--- config.mk ---
export PLATFORM = sky130hd
export DESIGN_NAME = t1mux_top
export DESIGN_NICKNAME = d
export VERILOG_FILES = /design/src/t1mux_pkg.sv /design/src/t1mux_sync_if.sv /design/src/t1mux_sync.sv /design/src/t1mux_top.sv
export VERILOG_INCLUDE_DIRS = /design/src /design/src/src
export SDC_FILE = /design/constraint.sdc
export NUM_CORES = 1
export LEC_CHECK = 0
export BUFFER_PORTS_ARGS = -buffer_cell sky130_fd_sc_hd__buf_2
export CAP_MARGIN = 20
export CORE_MARGIN = 2
export CORE_UTILIZATION = 46
export CTS_CLUSTER_SIZE = 14
export DETAILED_ROUTE_END_ITERATION = 10
export GPL_TIMING_DRIVEN = 0
export PLACE_DENSITY = 0.82
export SYNTH_ARGS = -nofsm -noshare
export SYNTH_HDL_FRONTEND = slang
export SYNTH_SLANG_ARGS = --single-unit
--- constraint.sdc ---
create_clock -name core_clk_i -period 1.89 [get_ports core_clk_i]
set_input_delay 0.0945 -clock core_clk_i [delete_from_list [all_inputs] [get_ports core_clk_i]]
set_output_delay 0.0945 -clock core_clk_i [all_outputs]
set_load 0.01 [all_outputs]
--- src/t1mux_regs.svh ---
// register offsets, field positions and reset values of the timer1 clock source mux
`ifndef T1MUX_REGS_SVH
`define T1MUX_REGS_SVH

// byte offsets on the apb bus
`define T1MUX_OFF_PORT_DATA 8'h00
`define T1MUX_OFF_PORT_DIR 8'h04
`define T1MUX_OFF_CCP_DATA 8'h08
`define T1MUX_OFF_CCP_DIR 8'h0c
`define T1MUX_OFF_CTRL 8'h10
`define T1MUX_OFF_COUNT 8'h14

// timer1_control_reg fields
`define T1MUX_CTRL_RUN 0
`define T1MUX_CTRL_CS 1
`define T1MUX_CTRL_SYNC 2
`define T1MUX_CTRL_OSCEN 3
`define T1MUX_CTRL_WMASK 8'h3f

// reset values
`define T1MUX_RST_CTRL 8'h00
`define T1MUX_RST_PORT_LAT 2'h0
`define T1MUX_RST_PORT_DIR 2'h3
`define T1MUX_RST_CCP_DAT 1'h0
`define T1MUX_RST_CCP_DIR 1'h1
`define T1MUX_RST_COUNT 16'h0000

// secondary oscillator rating, kHz
`define T1MUX_OSC_MAX_KHZ 200
`define T1MUX_OSC_NOM_KHZ 32

`endif

--- src/t1mux_pkg.sv ---
// types shared by the timer1 clock source mux
package t1mux_pkg;
  // clock source selection as decoded from the control bits and the ccp pin direction bit
  typedef enum logic [2:0] {
    T1MUX_OFF,
    T1MUX_TIMER,
    T1MUX_EXT,
    T1MUX_FW,
    T1MUX_OSC,
    T1MUX_OSC_IDLE
  } t1mux_mode_e;
  typedef logic [1:0] t1mux_pins_t;
endpackage

--- src/t1mux_sync_if.sv ---
// pin level carrier between the mux core and its input synchronisers
`timescale 1ns/1ps
`default_nettype none
interface t1mux_sync_if;
  import t1mux_pkg::*;
  t1mux_pins_t raw; // pin levels, asynchronous
  t1mux_pins_t level; // filtered level per pin
  t1mux_pins_t rise; // one-cycle pulse on a filtered rising edge
  modport sync (input raw, output level, output rise);
  modport user (output raw, input level, input rise);
endinterface
`default_nettype wire

--- src/t1mux_sync.sv ---
// three-flop pin synchronisers with agreement filter and rise detect
`timescale 1ns/1ps
`default_nettype none
module t1mux_sync
  import t1mux_pkg::*;
(
  input wire logic core_clk_i,
  input wire logic rst_i,
  t1mux_sync_if.sync sif
);
  t1mux_pins_t s1_q; // first stage, read only by s2
  t1mux_pins_t s2_q; // second stage
  t1mux_pins_t s3_q; // third stage
  t1mux_pins_t lvl_q; // accepted level

  genvar g;
  generate
    for (g = 0; g < 2; g = g + 1) begin : g_pin
      // a change counts once the second and third flops agree
      always_ff @(posedge core_clk_i or posedge rst_i) begin
        if (rst_i) begin
          s1_q[g] <= 1'b0;
          s2_q[g] <= 1'b0;
          s3_q[g] <= 1'b0;
          lvl_q[g] <= 1'b0;
        end else begin
          s1_q[g] <= sif.raw[g];
          s2_q[g] <= s1_q[g];
          s3_q[g] <= s2_q[g];
          lvl_q[g] <= (s2_q[g] == s3_q[g]) ? s3_q[g] : lvl_q[g];
        end
      end
      // edge seen the cycle the two stages agree high
      assign sif.rise[g] = s2_q[g] & s3_q[g] & ~lvl_q[g];
    end
  endgenerate

  assign sif.level = lvl_q;
endmodule // t1mux_sync
`default_nettype wire

--- src/t1mux_top.sv ---
// timer1 clock source selection, shared port pin mux and apb registers
// Notes on behaviour
// - off or timer mode: pins plain I/O
// - counter clock: pin, firmware bit, oscillator
// - ext circuit: count pin, bit reads pin
// - firmware: data bit drives pin and clocks
// - ext modes: bit1 output reads latch only
// - select cleared: bit1 driven from latch again
// - osc mode: pins form crystal, clock counter
// - osc mode: data bit reads 0, ignored
// - osc mode: inputs read 0, outputs latches
// - osc mode: writes reach latches, not pins
// - both bits cleared: pins driven from latches
// - run bit starts and stops counting
// - oscillator enabled only by its enable bit
// - oscillator low power, up to 200 kHz
// - oscillator keeps running during sleep
// - timer per cycle, counter per rising edge
`include "t1mux_regs.svh"
`timescale 1ns/1ps
`default_nettype none
module t1mux_top
  import t1mux_pkg::*;
(
  input wire logic core_clk_i,
  input wire logic rst_i,
  input wire logic psel_i,
  input wire logic penable_i,
  input wire logic pwrite_i,
  input wire logic [7:0] paddr_i,
  input wire logic [31:0] pwdata_i,
  output logic [31:0] prdata_o,
  output logic pready_o,
  output logic pslverr_o,
  input wire logic pin1_i,
  output logic pin1_o,
  output logic pin1_oe_n_o,
  input wire logic pin2_i,
  output logic pin2_o,
  output logic pin2_oe_n_o,
  output logic sec_osc_en_o,
  output logic [15:0] count_o
);
  // software state
  logic [7:0] ctrl_q; // timer1_control_reg
  t1mux_pins_t port_lat_q; // shared_port latches, bit0 = port bit 1
  t1mux_pins_t port_dir_q; // 1 = input
  logic ccp_dat_q; // sw_clock_data_bit latch
  logic ccp_dir_q; // ccp_pin_direction_reg bit0, 1 = input
  logic [15:0] cnt_q; // count_register16
  logic fw_prev_q; // last firmware clock level
  // registered pins and bus answer
  t1mux_pins_t pout_d;
  t1mux_pins_t poe_n_d;
  logic [31:0] prdata_d;
  logic slverr_d;

  // synchronised pins
  t1mux_sync_if sif ();
  assign sif.raw = {pin2_i, pin1_i};
  t1mux_sync u_sync (
    .core_clk_i(core_clk_i),
    .rst_i(rst_i),
    .sif(sif.sync)
  );

  // control bit decode
  wire run = ctrl_q[`T1MUX_CTRL_RUN];
  wire cs = ctrl_q[`T1MUX_CTRL_CS];
  wire oscen = ctrl_q[`T1MUX_CTRL_OSCEN];

  // mode decode, purely from the live bits so a change acts next cycle
  t1mux_mode_e mode;
  assign mode = !cs ? (oscen ? T1MUX_OSC_IDLE : (run ? T1MUX_TIMER : T1MUX_OFF))
              : oscen ? T1MUX_OSC
              : ccp_dir_q ? T1MUX_EXT : T1MUX_FW;
  wire mode_ext = (mode == T1MUX_EXT);
  wire mode_fw = (mode == T1MUX_FW);
  wire mode_osc = (mode == T1MUX_OSC);
  wire mode_plain = (mode == T1MUX_OFF) || (mode == T1MUX_TIMER);

  // pin ownership: pin1 is taken by any counter mode or the oscillator,
  // pin2 only by the oscillator, which makes both pins inputs
  wire take1 = cs | oscen;
  wire take2 = oscen;

  // pin drive: firmware bit owns pin1 in firmware mode, latches otherwise
  assign pout_d[0] = mode_fw ? ccp_dat_q : port_lat_q[0];
  assign poe_n_d[0] = mode_fw ? 1'b0 : (take1 | port_dir_q[0]);
  assign pout_d[1] = port_lat_q[1];
  assign poe_n_d[1] = take2 | port_dir_q[1];

  // port read-back per pin
  wire [1:0] taken = {take2, take1};
  wire [1:0] port_rd;
  genvar g;
  generate
    for (g = 0; g < 2; g = g + 1) begin : g_rd
      // taken pin: input reads 0, output reads latch; free pin: input reads its level, output reads latch
      assign port_rd[g] = taken[g] ? (port_dir_q[g] ? 1'b0 : port_lat_q[g])
                        : (port_dir_q[g] ? sif.level[g] : port_lat_q[g]);
    end
  endgenerate

  // sw clock bit read-back
  wire ccp_rd = mode_osc ? 1'b0
              : mode_ext ? sif.level[0]
              : ccp_dat_q;

  // counter clock selection; prescaler is not part of this block
  wire fw_rise = ccp_dat_q & ~fw_prev_q;
  wire cnt_src = (mode == T1MUX_TIMER) ? 1'b1
               : mode_ext ? sif.rise[0]
               : mode_fw ? fw_rise
               : mode_osc ? sif.rise[1]
               : 1'b0;
  wire tick = run & cnt_src;

  // apb decode; answer comes in the first access cycle
  wire setup = psel_i & ~penable_i;
  wire commit = psel_i & penable_i & pready_o;
  wire wr = commit & pwrite_i & ~pslverr_o;
  wire hit_pd = (paddr_i == `T1MUX_OFF_PORT_DATA);
  wire hit_dir = (paddr_i == `T1MUX_OFF_PORT_DIR);
  wire hit_cd = (paddr_i == `T1MUX_OFF_CCP_DATA);
  wire hit_cdir = (paddr_i == `T1MUX_OFF_CCP_DIR);
  wire hit_ctrl = (paddr_i == `T1MUX_OFF_CTRL);
  wire hit_cnt = (paddr_i == `T1MUX_OFF_COUNT);
  wire hit_any = hit_pd | hit_dir | hit_cd | hit_cdir | hit_ctrl | hit_cnt;
  wire wr_cnt = wr & hit_cnt;
  assign slverr_d = setup & ~hit_any;

  // read mux, unused bits read zero
  assign prdata_d = !setup ? 32'h0000_0000
                  : hit_pd ? {29'h0, port_rd, 1'b0}
                  : hit_dir ? {29'h0, port_dir_q, 1'b0}
                  : hit_cd ? {31'h0, ccp_rd}
                  : hit_cdir ? {31'h0, ccp_dir_q}
                  : hit_ctrl ? {24'h0, ctrl_q}
                  : hit_cnt ? {16'h0, cnt_q}
                  : 32'h0000_0000;

  // bus answer flops
  always_ff @(posedge core_clk_i or posedge rst_i) begin
    if (rst_i) begin
      pready_o <= 1'b0;
      pslverr_o <= 1'b0;
      prdata_o <= 32'h0000_0000;
    end else begin
      pready_o <= setup;
      pslverr_o <= slverr_d;
      prdata_o <= prdata_d;
    end
  end

  // control and direction registers
  always_ff @(posedge core_clk_i or posedge rst_i) begin
    if (rst_i) begin
      ctrl_q <= `T1MUX_RST_CTRL;
      port_dir_q <= `T1MUX_RST_PORT_DIR;
      ccp_dir_q <= `T1MUX_RST_CCP_DIR;
    end else begin
      // upper two bits are unimplemented and stay zero
      if (wr & hit_ctrl) ctrl_q <= pwdata_i[7:0] & `T1MUX_CTRL_WMASK;
      if (wr & hit_dir) port_dir_q <= pwdata_i[2:1];
      if (wr & hit_cdir) ccp_dir_q <= pwdata_i[0];
    end
  end

  // data latches: writes only ever land in the latch
  always_ff @(posedge core_clk_i or posedge rst_i) begin
    if (rst_i) begin
      port_lat_q <= `T1MUX_RST_PORT_LAT;
      ccp_dat_q <= `T1MUX_RST_CCP_DAT;
    end else begin
      if (wr & hit_pd) port_lat_q <= pwdata_i[2:1];
      // in oscillator mode the bit cannot be written
      if (wr & hit_cd & ~mode_osc) ccp_dat_q <= pwdata_i[0];
    end
  end

  // counter; a bus write wins over a tick in the same cycle
  always_ff @(posedge core_clk_i or posedge rst_i) begin
    if (rst_i) begin
      cnt_q <= `T1MUX_RST_COUNT;
      fw_prev_q <= 1'b0;
    end else begin
      fw_prev_q <= ccp_dat_q;
      if (wr_cnt) cnt_q <= pwdata_i[15:0];
      else if (tick) cnt_q <= cnt_q + 16'h0001;
    end
  end

  // pin and oscillator outputs; the pad oscillator is analog and is not
  // gated by sleep, but the counter steps only on its edges sampled by core_clk_i;
  // software must allow its own start-up delay after enabling it
  always_ff @(posedge core_clk_i or posedge rst_i) begin
    if (rst_i) begin
      pin1_o <= 1'b0;
      pin2_o <= 1'b0;
      pin1_oe_n_o <= 1'b1;
      pin2_oe_n_o <= 1'b1;
      sec_osc_en_o <= 1'b0;
      count_o <= `T1MUX_RST_COUNT;
    end else begin
      pin1_o <= pout_d[0];
      pin2_o <= pout_d[1];
      pin1_oe_n_o <= poe_n_d[0];
      pin2_oe_n_o <= poe_n_d[1];
      sec_osc_en_o <= oscen;
      count_o <= cnt_q;
    end
  end
endmodule // t1mux_top
`default_nettype wire

### Word level (Yosys, flattened, before mapping)

Index checks and enable logic that the tools add are counted.

| storage, ports and cells | value |
|---|---|
| bits in read-only memories | 0 |
| bits in latches | 0 |
| bits in writable memories | 0 |
| input bits | 47 |
| word-level logic and storage cells | 100 |
| flip-flop bits (word level) | 76 |
| memories | 0 |
| output and inout bits | 55 |

| operators by class | value |
|---|---|
| bitwise logic cells | 34 |
| shift-type cells | 0 |
| $lt $le $gt $ge | 0 |
| multiply operators | 0 |
| reductions and logical operators | 2 |
| divide/modulo/power cells | 0 |
| add/sub/neg operators | 1 |
| equality and inequality tests | 11 |
| mux-type cells | 28 |

Operators with widths:

| operator | number |
|---|---|
| 16-bit two-way mux | 9 |
| 1-bit AND | 19 |
| 16-bit by 1-bit adder with 16-bit output (second input constant) | 1 |
| 8-bit by 4-bit equality test with 1-bit output (second input constant) | 2 |
| 8-bit by 5-bit equality test with 1-bit output (second input constant) | 2 |
| 1-bit two-way mux | 16 |
| 3-bit two-way mux | 3 |
| 8-bit by 3-bit equality test with 1-bit output (second input constant) | 1 |
| 8-bit zero test | 1 |
| 1-bit OR | 8 |
| 1-bit NOT | 7 |
| 3-bit by 2-bit equality test with 1-bit output (second input constant) | 2 |
| 3-bit by 1-bit equality test with 1-bit output (second input constant) | 1 |
| 3-bit equality test (second input constant) | 1 |
| 1-bit equality test | 2 |
| 2-bit nonzero test | 1 |

### Logic depth before layout (Yosys ltp)

| depth | value |
|---|---|
| word-level depth | 11 |
| gate-level depth with buffers | 8 |
| depth with buffers taken out | 6 |

### Hierarchy

From an unflattened synthesis, not the netlist that was laid out.

| unflattened totals | value |
|---|---|
| cells, all modules | 289 |
| area, all modules | 3368.2 um^2 |

By module, submodules not included:

| module | cells each | instances | sequential area each (um^2) | area an instance (um^2) |
|---|---|---|---|---|
| t1mux_top | 274 | 1 | 1707.9 | 3096.7 |
| t1mux_sync | 15 | 1 | 200.2 | 271.5 |

### Least setup slack after synthesis

OpenSTA, ideal clock, no wires.

| path | value |
|---|---|
| path type | reg2reg |
| from | register ccp_dir_q |
| to | register cnt_q[14] |
| stages on the path, launching flop included | 7 |
| library setup time | 0.082 ns |
| period minus slack after synthesis | 1.650 ns |
| data arrival time | 1.568 ns |
| path buffers | 1 |
| data required time | 1.808 ns |
| setup slack | 0.240 ns |
| cells stage by stage | dfstp_2 -> nand3b_1 -> a21oi_1 -> buf_2 -> o21ai_2 -> or3_1 -> a31oi_1 |

| on the way | value |
|---|---|
| word-level cells in the longest chain between the ends | 10 |
| elaborated cells between the ends (all ways) | 13 |
| those cells by class | 4 x eq/ne; 7 x mux; 1 x bitwise; 1 x reduce/logical |

RTL lines:

| what | line | RTL |
|---|---|---|
| start, declared | t1mux_top.sv:49 | `logic ccp_dir_q;` |
| start signal, assigned | t1mux_top.sv:161 | `` ccp_dir_q <= `T1MUX_RST_CCP_DIR; `` |
| start signal, assigned | t1mux_top.sv:166 | `if (wr & hit_cdir) ccp_dir_q <= pwdata_i[0];` |
| 1-bit two-way mux * | t1mux_top.sv:76 | `: ccp_dir_q ? T1MUX_EXT : T1MUX_FW;` |
| 3-bit two-way mux * | t1mux_top.sv:75 | `: oscen ? T1MUX_OSC` |
| 3-bit two-way mux * | t1mux_top.sv:74 | `assign mode = !cs ? (oscen ? T1MUX_OSC_IDLE : (run ? T1MUX_TIMER : T1MUX_OFF))` |
| 3-bit equality test | t1mux_top.sv:79 | `wire mode_osc = (mode == T1MUX_OSC);` |
| 1-bit two-way mux | t1mux_top.sv:115 | `: mode_osc ? sif.rise[1]` |
| 1-bit two-way mux | t1mux_top.sv:114 | `: mode_fw ? fw_rise` |
| 1-bit two-way mux | t1mux_top.sv:113 | `: mode_ext ? sif.rise[0]` |
| 1-bit two-way mux * | t1mux_top.sv:112 | `wire cnt_src = (mode == T1MUX_TIMER) ? 1'b1` |
| 1-bit AND * | t1mux_top.sv:117 | `wire tick = run & cnt_src;` |
| 2-bit nonzero test (no source line) * | - |  |
| end signal, assigned | t1mux_top.sv:185 | `` cnt_q <= `T1MUX_RST_COUNT; `` |
| end signal, assigned | t1mux_top.sv:189 | `if (wr_cnt) cnt_q <= pwdata_i[15:0];` |
| end signal, assigned | t1mux_top.sv:190 | `else if (tick) cnt_q <= cnt_q + 16'h0001;` |
| end, declared | t1mux_top.sv:50 | `logic [15:0] cnt_q;` |

Every way passes the cells marked *; elsewhere a longest branch is shown, timed or not.
A chain may end at the register's enable or synchronous reset.

### Worst setup path after layout

| path | value |
|---|---|
| from | register ccp_dir_q |
| to | register cnt_q[6] |

The elaborated chain is that of the path after synthesis.

==> flow_summary.json <==
{
  "syn2layout_area_growth_pct": 27.29,
  "cts_sinks": 76,
  "synth_top_area_share": 0.5497,
  "p_leak_nw": 1.908,
  "grt_max_degree": 41,
  "fp.dieW_um": 87.82,
  "nets": 433,
  "dp_hpwl_um": 4656,
  "htree_levels": 3,
  "reg2reg_from": "ccp_dir_q",
  "worst_hold_path.num_cells": 3,
  "path_clk_slew_ns": 0.07,
  "first_pass_iters": 4,
  "rrSetupSlack_ns": 0.05,
  "use_met1": 0.2263,
  "use_met2": 0.2934,
  "die_area_mm2": 0.007712,
  "fin_crit_sh": 0.9720,
  "cts_made_buffers": 9,
  "synth_top_family_by_area": "simple AND/OR/NAND/NOR gates",
  "synth_xor_area_frac": 0.02710,
  "grt_use_total": 0.1833,
  "synth-simple-area-share": 0.1425,
  "period_needed_ns": 1.837,
  "cp_slowest_cell": "dfstp_2",
  "die_y_um": 87.82,
  "synthMuxAreaShare": 0.07085,
  "pwr-share-clk": 0.322,
  "utilization": 0.6055,
  "peakVddDrop_uv": 315.8,
  "syn_area_per_cell_um2": 11.75,
  "core_area_mm2": 0.006794,
  "synthArstFlopShare": 1.000,
  "synth_cell_types": 49,
  "gr-max-usage-layer": "met2",
  "port_buffers": 68,
  "drt_iter0_markers": 121,
  "synth_edf_count": 0,
  "antenna_found_initial": 0,
  "yosysWarnings": 0,
  "finalSetupViolCount": 0,
  "power_frac_comb": 0.121,
  "synth_fa_ha_area_frac": 0.01161,
  "ys_ff_latch": 76,
  "gp_congestion": 0.7970,
  "drv_cap": 0,
  "ant_nets": 0,
  "critPathLaunchType": "flop",
  "slew_headroom": 0.4728,
  "crit_chain": "nand3b_1 -> a21oi_2 -> buf_6 -> o21ai_2 -> or3_1 -> a31oi_1",
  "n_antenna_cell": 0,
  "grt_pass1_vias": 2240,
  "io_pins": 102,
  "cts_buffer_depth": 2,
  "reg2regPathDepth": 6,
  "critPathKind": "reg -> reg",
  "cp_num_buf_inv": 1,
  "synth-compound-area-share": 0.09408,
  "fin_hold_ws_ns": 0.005146,
  "cts_tree": "built",
  "vias_per_cell": 4.955,
  "reg2reg_to": "cnt_q[6]",
  "ys_seq_area_frac": 0.5904,
  "finalHoldViolations": 0,
  "critPathArrivalTime_ns": 2.11,
  "grt_pass1_wl_um": 10520,
  "outcome": "completed",
  "min-delay-start": "pwdata_i[2]",
  "max_stage_delay_ns": 0.60,
  "worstMarginPinSlew_ns": 0.7892,
  "worstSetupEndpointType": "flop",
  "critPathMaxFanout": 6,
  "synth_area_leaders": "dfrtp_1, mux2_2, dfstp_2",
  "powerDensity_mw_per_mm2": 770.3,
  "p_seq_frac": 0.557,
  "layout-drive-gt1-share": 0.3660,
  "dp_slack_ns": -0.03207,
  "power_mw": 3.169,
  "start_util": 0.4757,
  "synth_top_cell_by_area": "dfrtp_1",
  "switchingPower_mw": 0.8184,
  "synth_area_mm2": 0.003232,
  "grt.met3_usage": 0.05561,
  "syn_inst": 275,
  "swShare": 0.2583,
  "hold_path.class": "in -> reg",
  "drc_errors": 0,
  "critPathRequiredTime_ns": 2.16,
  "worstHoldEndpoint": "cnt_q[2]",
  "fill_cells": 534,
  "p_int_mw": 2.350,
  "rows": 30,
  "grt-ovfl-total": 0,
  "finalWorstSetupSlack_ns": 0.05295,
  "vias": 2398,
  "drt_wl_total_um": 6690,
  "ys.flop_type": "dfrtp_1",
  "slew_violations": 0,
  "fmax_mhz": 544.4,
  "clock-root-buffer": "clkbuf_8",
  "critPathTopFamily": "flip-flops",
  "clkLatencyLatePin_ns": 0.35,
  "clock_skew_ns": 0.008754,
  "wl_per_cell_um": 13.82,
  "rsz0062_at_grt": "yes",
  "fin_setup_tns_ns": 0
}
==> layer usage <==
metal / wire length (um) / share of wire
met5: 0 / 0
met2: 3224 / 0.48
met4: 193 / 0.029
met3: 417 / 0.062
met1: 2855 / 0.43
==> area by class of cell <==
cell class | count | area [um2] | area share
Buffer | 26 | 183.9 | 0.04471
Clock buffer | 13 | 138.9 | 0.03376
Clock inverter | 3 | 15.01 | 0.003650
Inverter | 7 | 30.03 | 0.007299
Multi-Input combinational cell | 180 | 1209 | 0.2938
Sequential cell | 76 | 1912 | 0.4647
Tap cell | 96 | 120.1 | 0.02920
Timing Repair Buffer | 83 | 505.5 | 0.1229
==> worst reg2reg max path: cells and delay by family (launching register included) <==
family / cells / cell delay (ns)
flops: 1 / 0.60
buf+inv: 1 / 0.16
simple gates: 2 / 0.48
compound gates: 3 / 0.52
==> cell usage in the layout (no fill, tap or decap), types with 4 or more instances in the layout <==
cell / count
nand2_1: 18
clkbuf_1: 7
and2_1: 9
conb_1: 16
buf_2: 71
mux2_2: 15
dfrtp_1: 68
xor2_1: 9
a31oi_1: 4
o21ai_0: 14
mux2i_1: 6
a21oi_1: 6
buf_4: 18
clkbuf_8: 9
nand3_1: 6
dlygate4sd3_1: 11
nor2_1: 17
nor3_1: 7
inv_1: 6
dfstp_2: 5
o211ai_1: 6
==> cells by family after synthesis <==
| family | count (synthesis) |
|---|---|
| simple gates | 84 |
| buf+inv | 34 |
| mux | 21 |
| compound gates | 46 |
| other cells | 1 |
| flops | 76 |
| fa+ha+maj | 3 |
| xor+xnor | 10 |
==> power groups by stage <==
stage | Combinational (mW) | Clock (mW) | Sequential, mW
after floorplan | 0.233 | 0 | 1.79
after global placement | 0.345 | 0 | 1.79
after detailed placement | 0.361 | 0 | 1.79
after CTS | 0.380 | 1.03 | 1.76
after global routing | 0.427 | 1.11 | 1.77
final | 0.384 | 1.02 | 1.76
==> how the worst max path moves through the flow <==
stage / startpoint / to / depth (start not counted)
2_1_floorplan: ccp_dir_q / cnt_q[14] / 6
3_3_place_gp: pready_o / cnt_q[4] / 6
3_5_place_dp: pready_o / cnt_q[2] / 6
4_1_cts: ccp_dir_q / cnt_q[14] / 6
5_1_grt: ccp_dir_q / cnt_q[15] / 5
6_report: ccp_dir_q / cnt_q[6] / 6
==> metrics by stage <==
step | cells | cell area (um2)
6_report | 484 | 4114
3_3_place_gp | 454 | 3752
5_1_grt | 484 | 4114
2_1_floorplan | 290 | 3292
4_1_cts | 482 | 4043
3_5_place_dp | 455 | 3772
==> Yosys cell counts, types with 2 or more instances <==
| master | instances |
|---|---|
| dfrtp_1 | 71 |
| nand2_1 | 18 |
| nor2_1 | 17 |
| buf_4 | 16 |
| mux2_2 | 15 |
| o21ai_0 | 14 |
| and2_1 | 9 |
| xor2_1 | 9 |
| a21oi_1 | 7 |
| inv_1 | 7 |
| nand3_1 | 7 |
| nor3_1 | 7 |
| mux2i_1 | 6 |
| o211ai_1 | 6 |
| buf_2 | 5 |
| dfstp_2 | 5 |
| a31oi_1 | 4 |
| and3_1 | 4 |
| clkbuf_1 | 4 |
| ha_1 | 3 |
| nand4_1 | 3 |
| nor2b_1 | 3 |
| o2111ai_1 | 3 |
| or3_1 | 3 |
| a2111oi_0 | 2 |
| a211oi_1 | 2 |
| nand3b_1 | 2 |
| or4_1 | 2 |
==> timing repair <==
action | 4_1_cts | 5_1_grt
endpoints found under the setup margin | 11 | 13
pin swaps | 0 | 2
setup buffers | 0 | 3
hold endpoints to repair | 42 | 0
resized for setup | 2 | 13
hold buffers | 11 | 0
==> state kept, by name, indices dropped and copies added, names as in the netlist <==
| name | flops |
|---|---|
| cnt_q | 16 |
| count_o | 16 |
| prdata_o | 16 |
| ctrl_q | 6 |
| port_dir_q | 2 |
| port_lat_q | 2 |
| u_sync.s1_q | 2 |
| u_sync.s2_q | 2 |
| u_sync.s3_q | 2 |
| u_sync.sif.level | 2 |
| ccp_dat_q | 1 |
| ccp_dir_q | 1 |
| fw_prev_q | 1 |
| pin1_o | 1 |
| pin1_oe_n_o | 1 |
| pin2_o | 1 |
| pin2_oe_n_o | 1 |
| pready_o | 1 |
| pslverr_o | 1 |
| sec_osc_en_o | 1 |
Power figures use the tool's default switching activity.
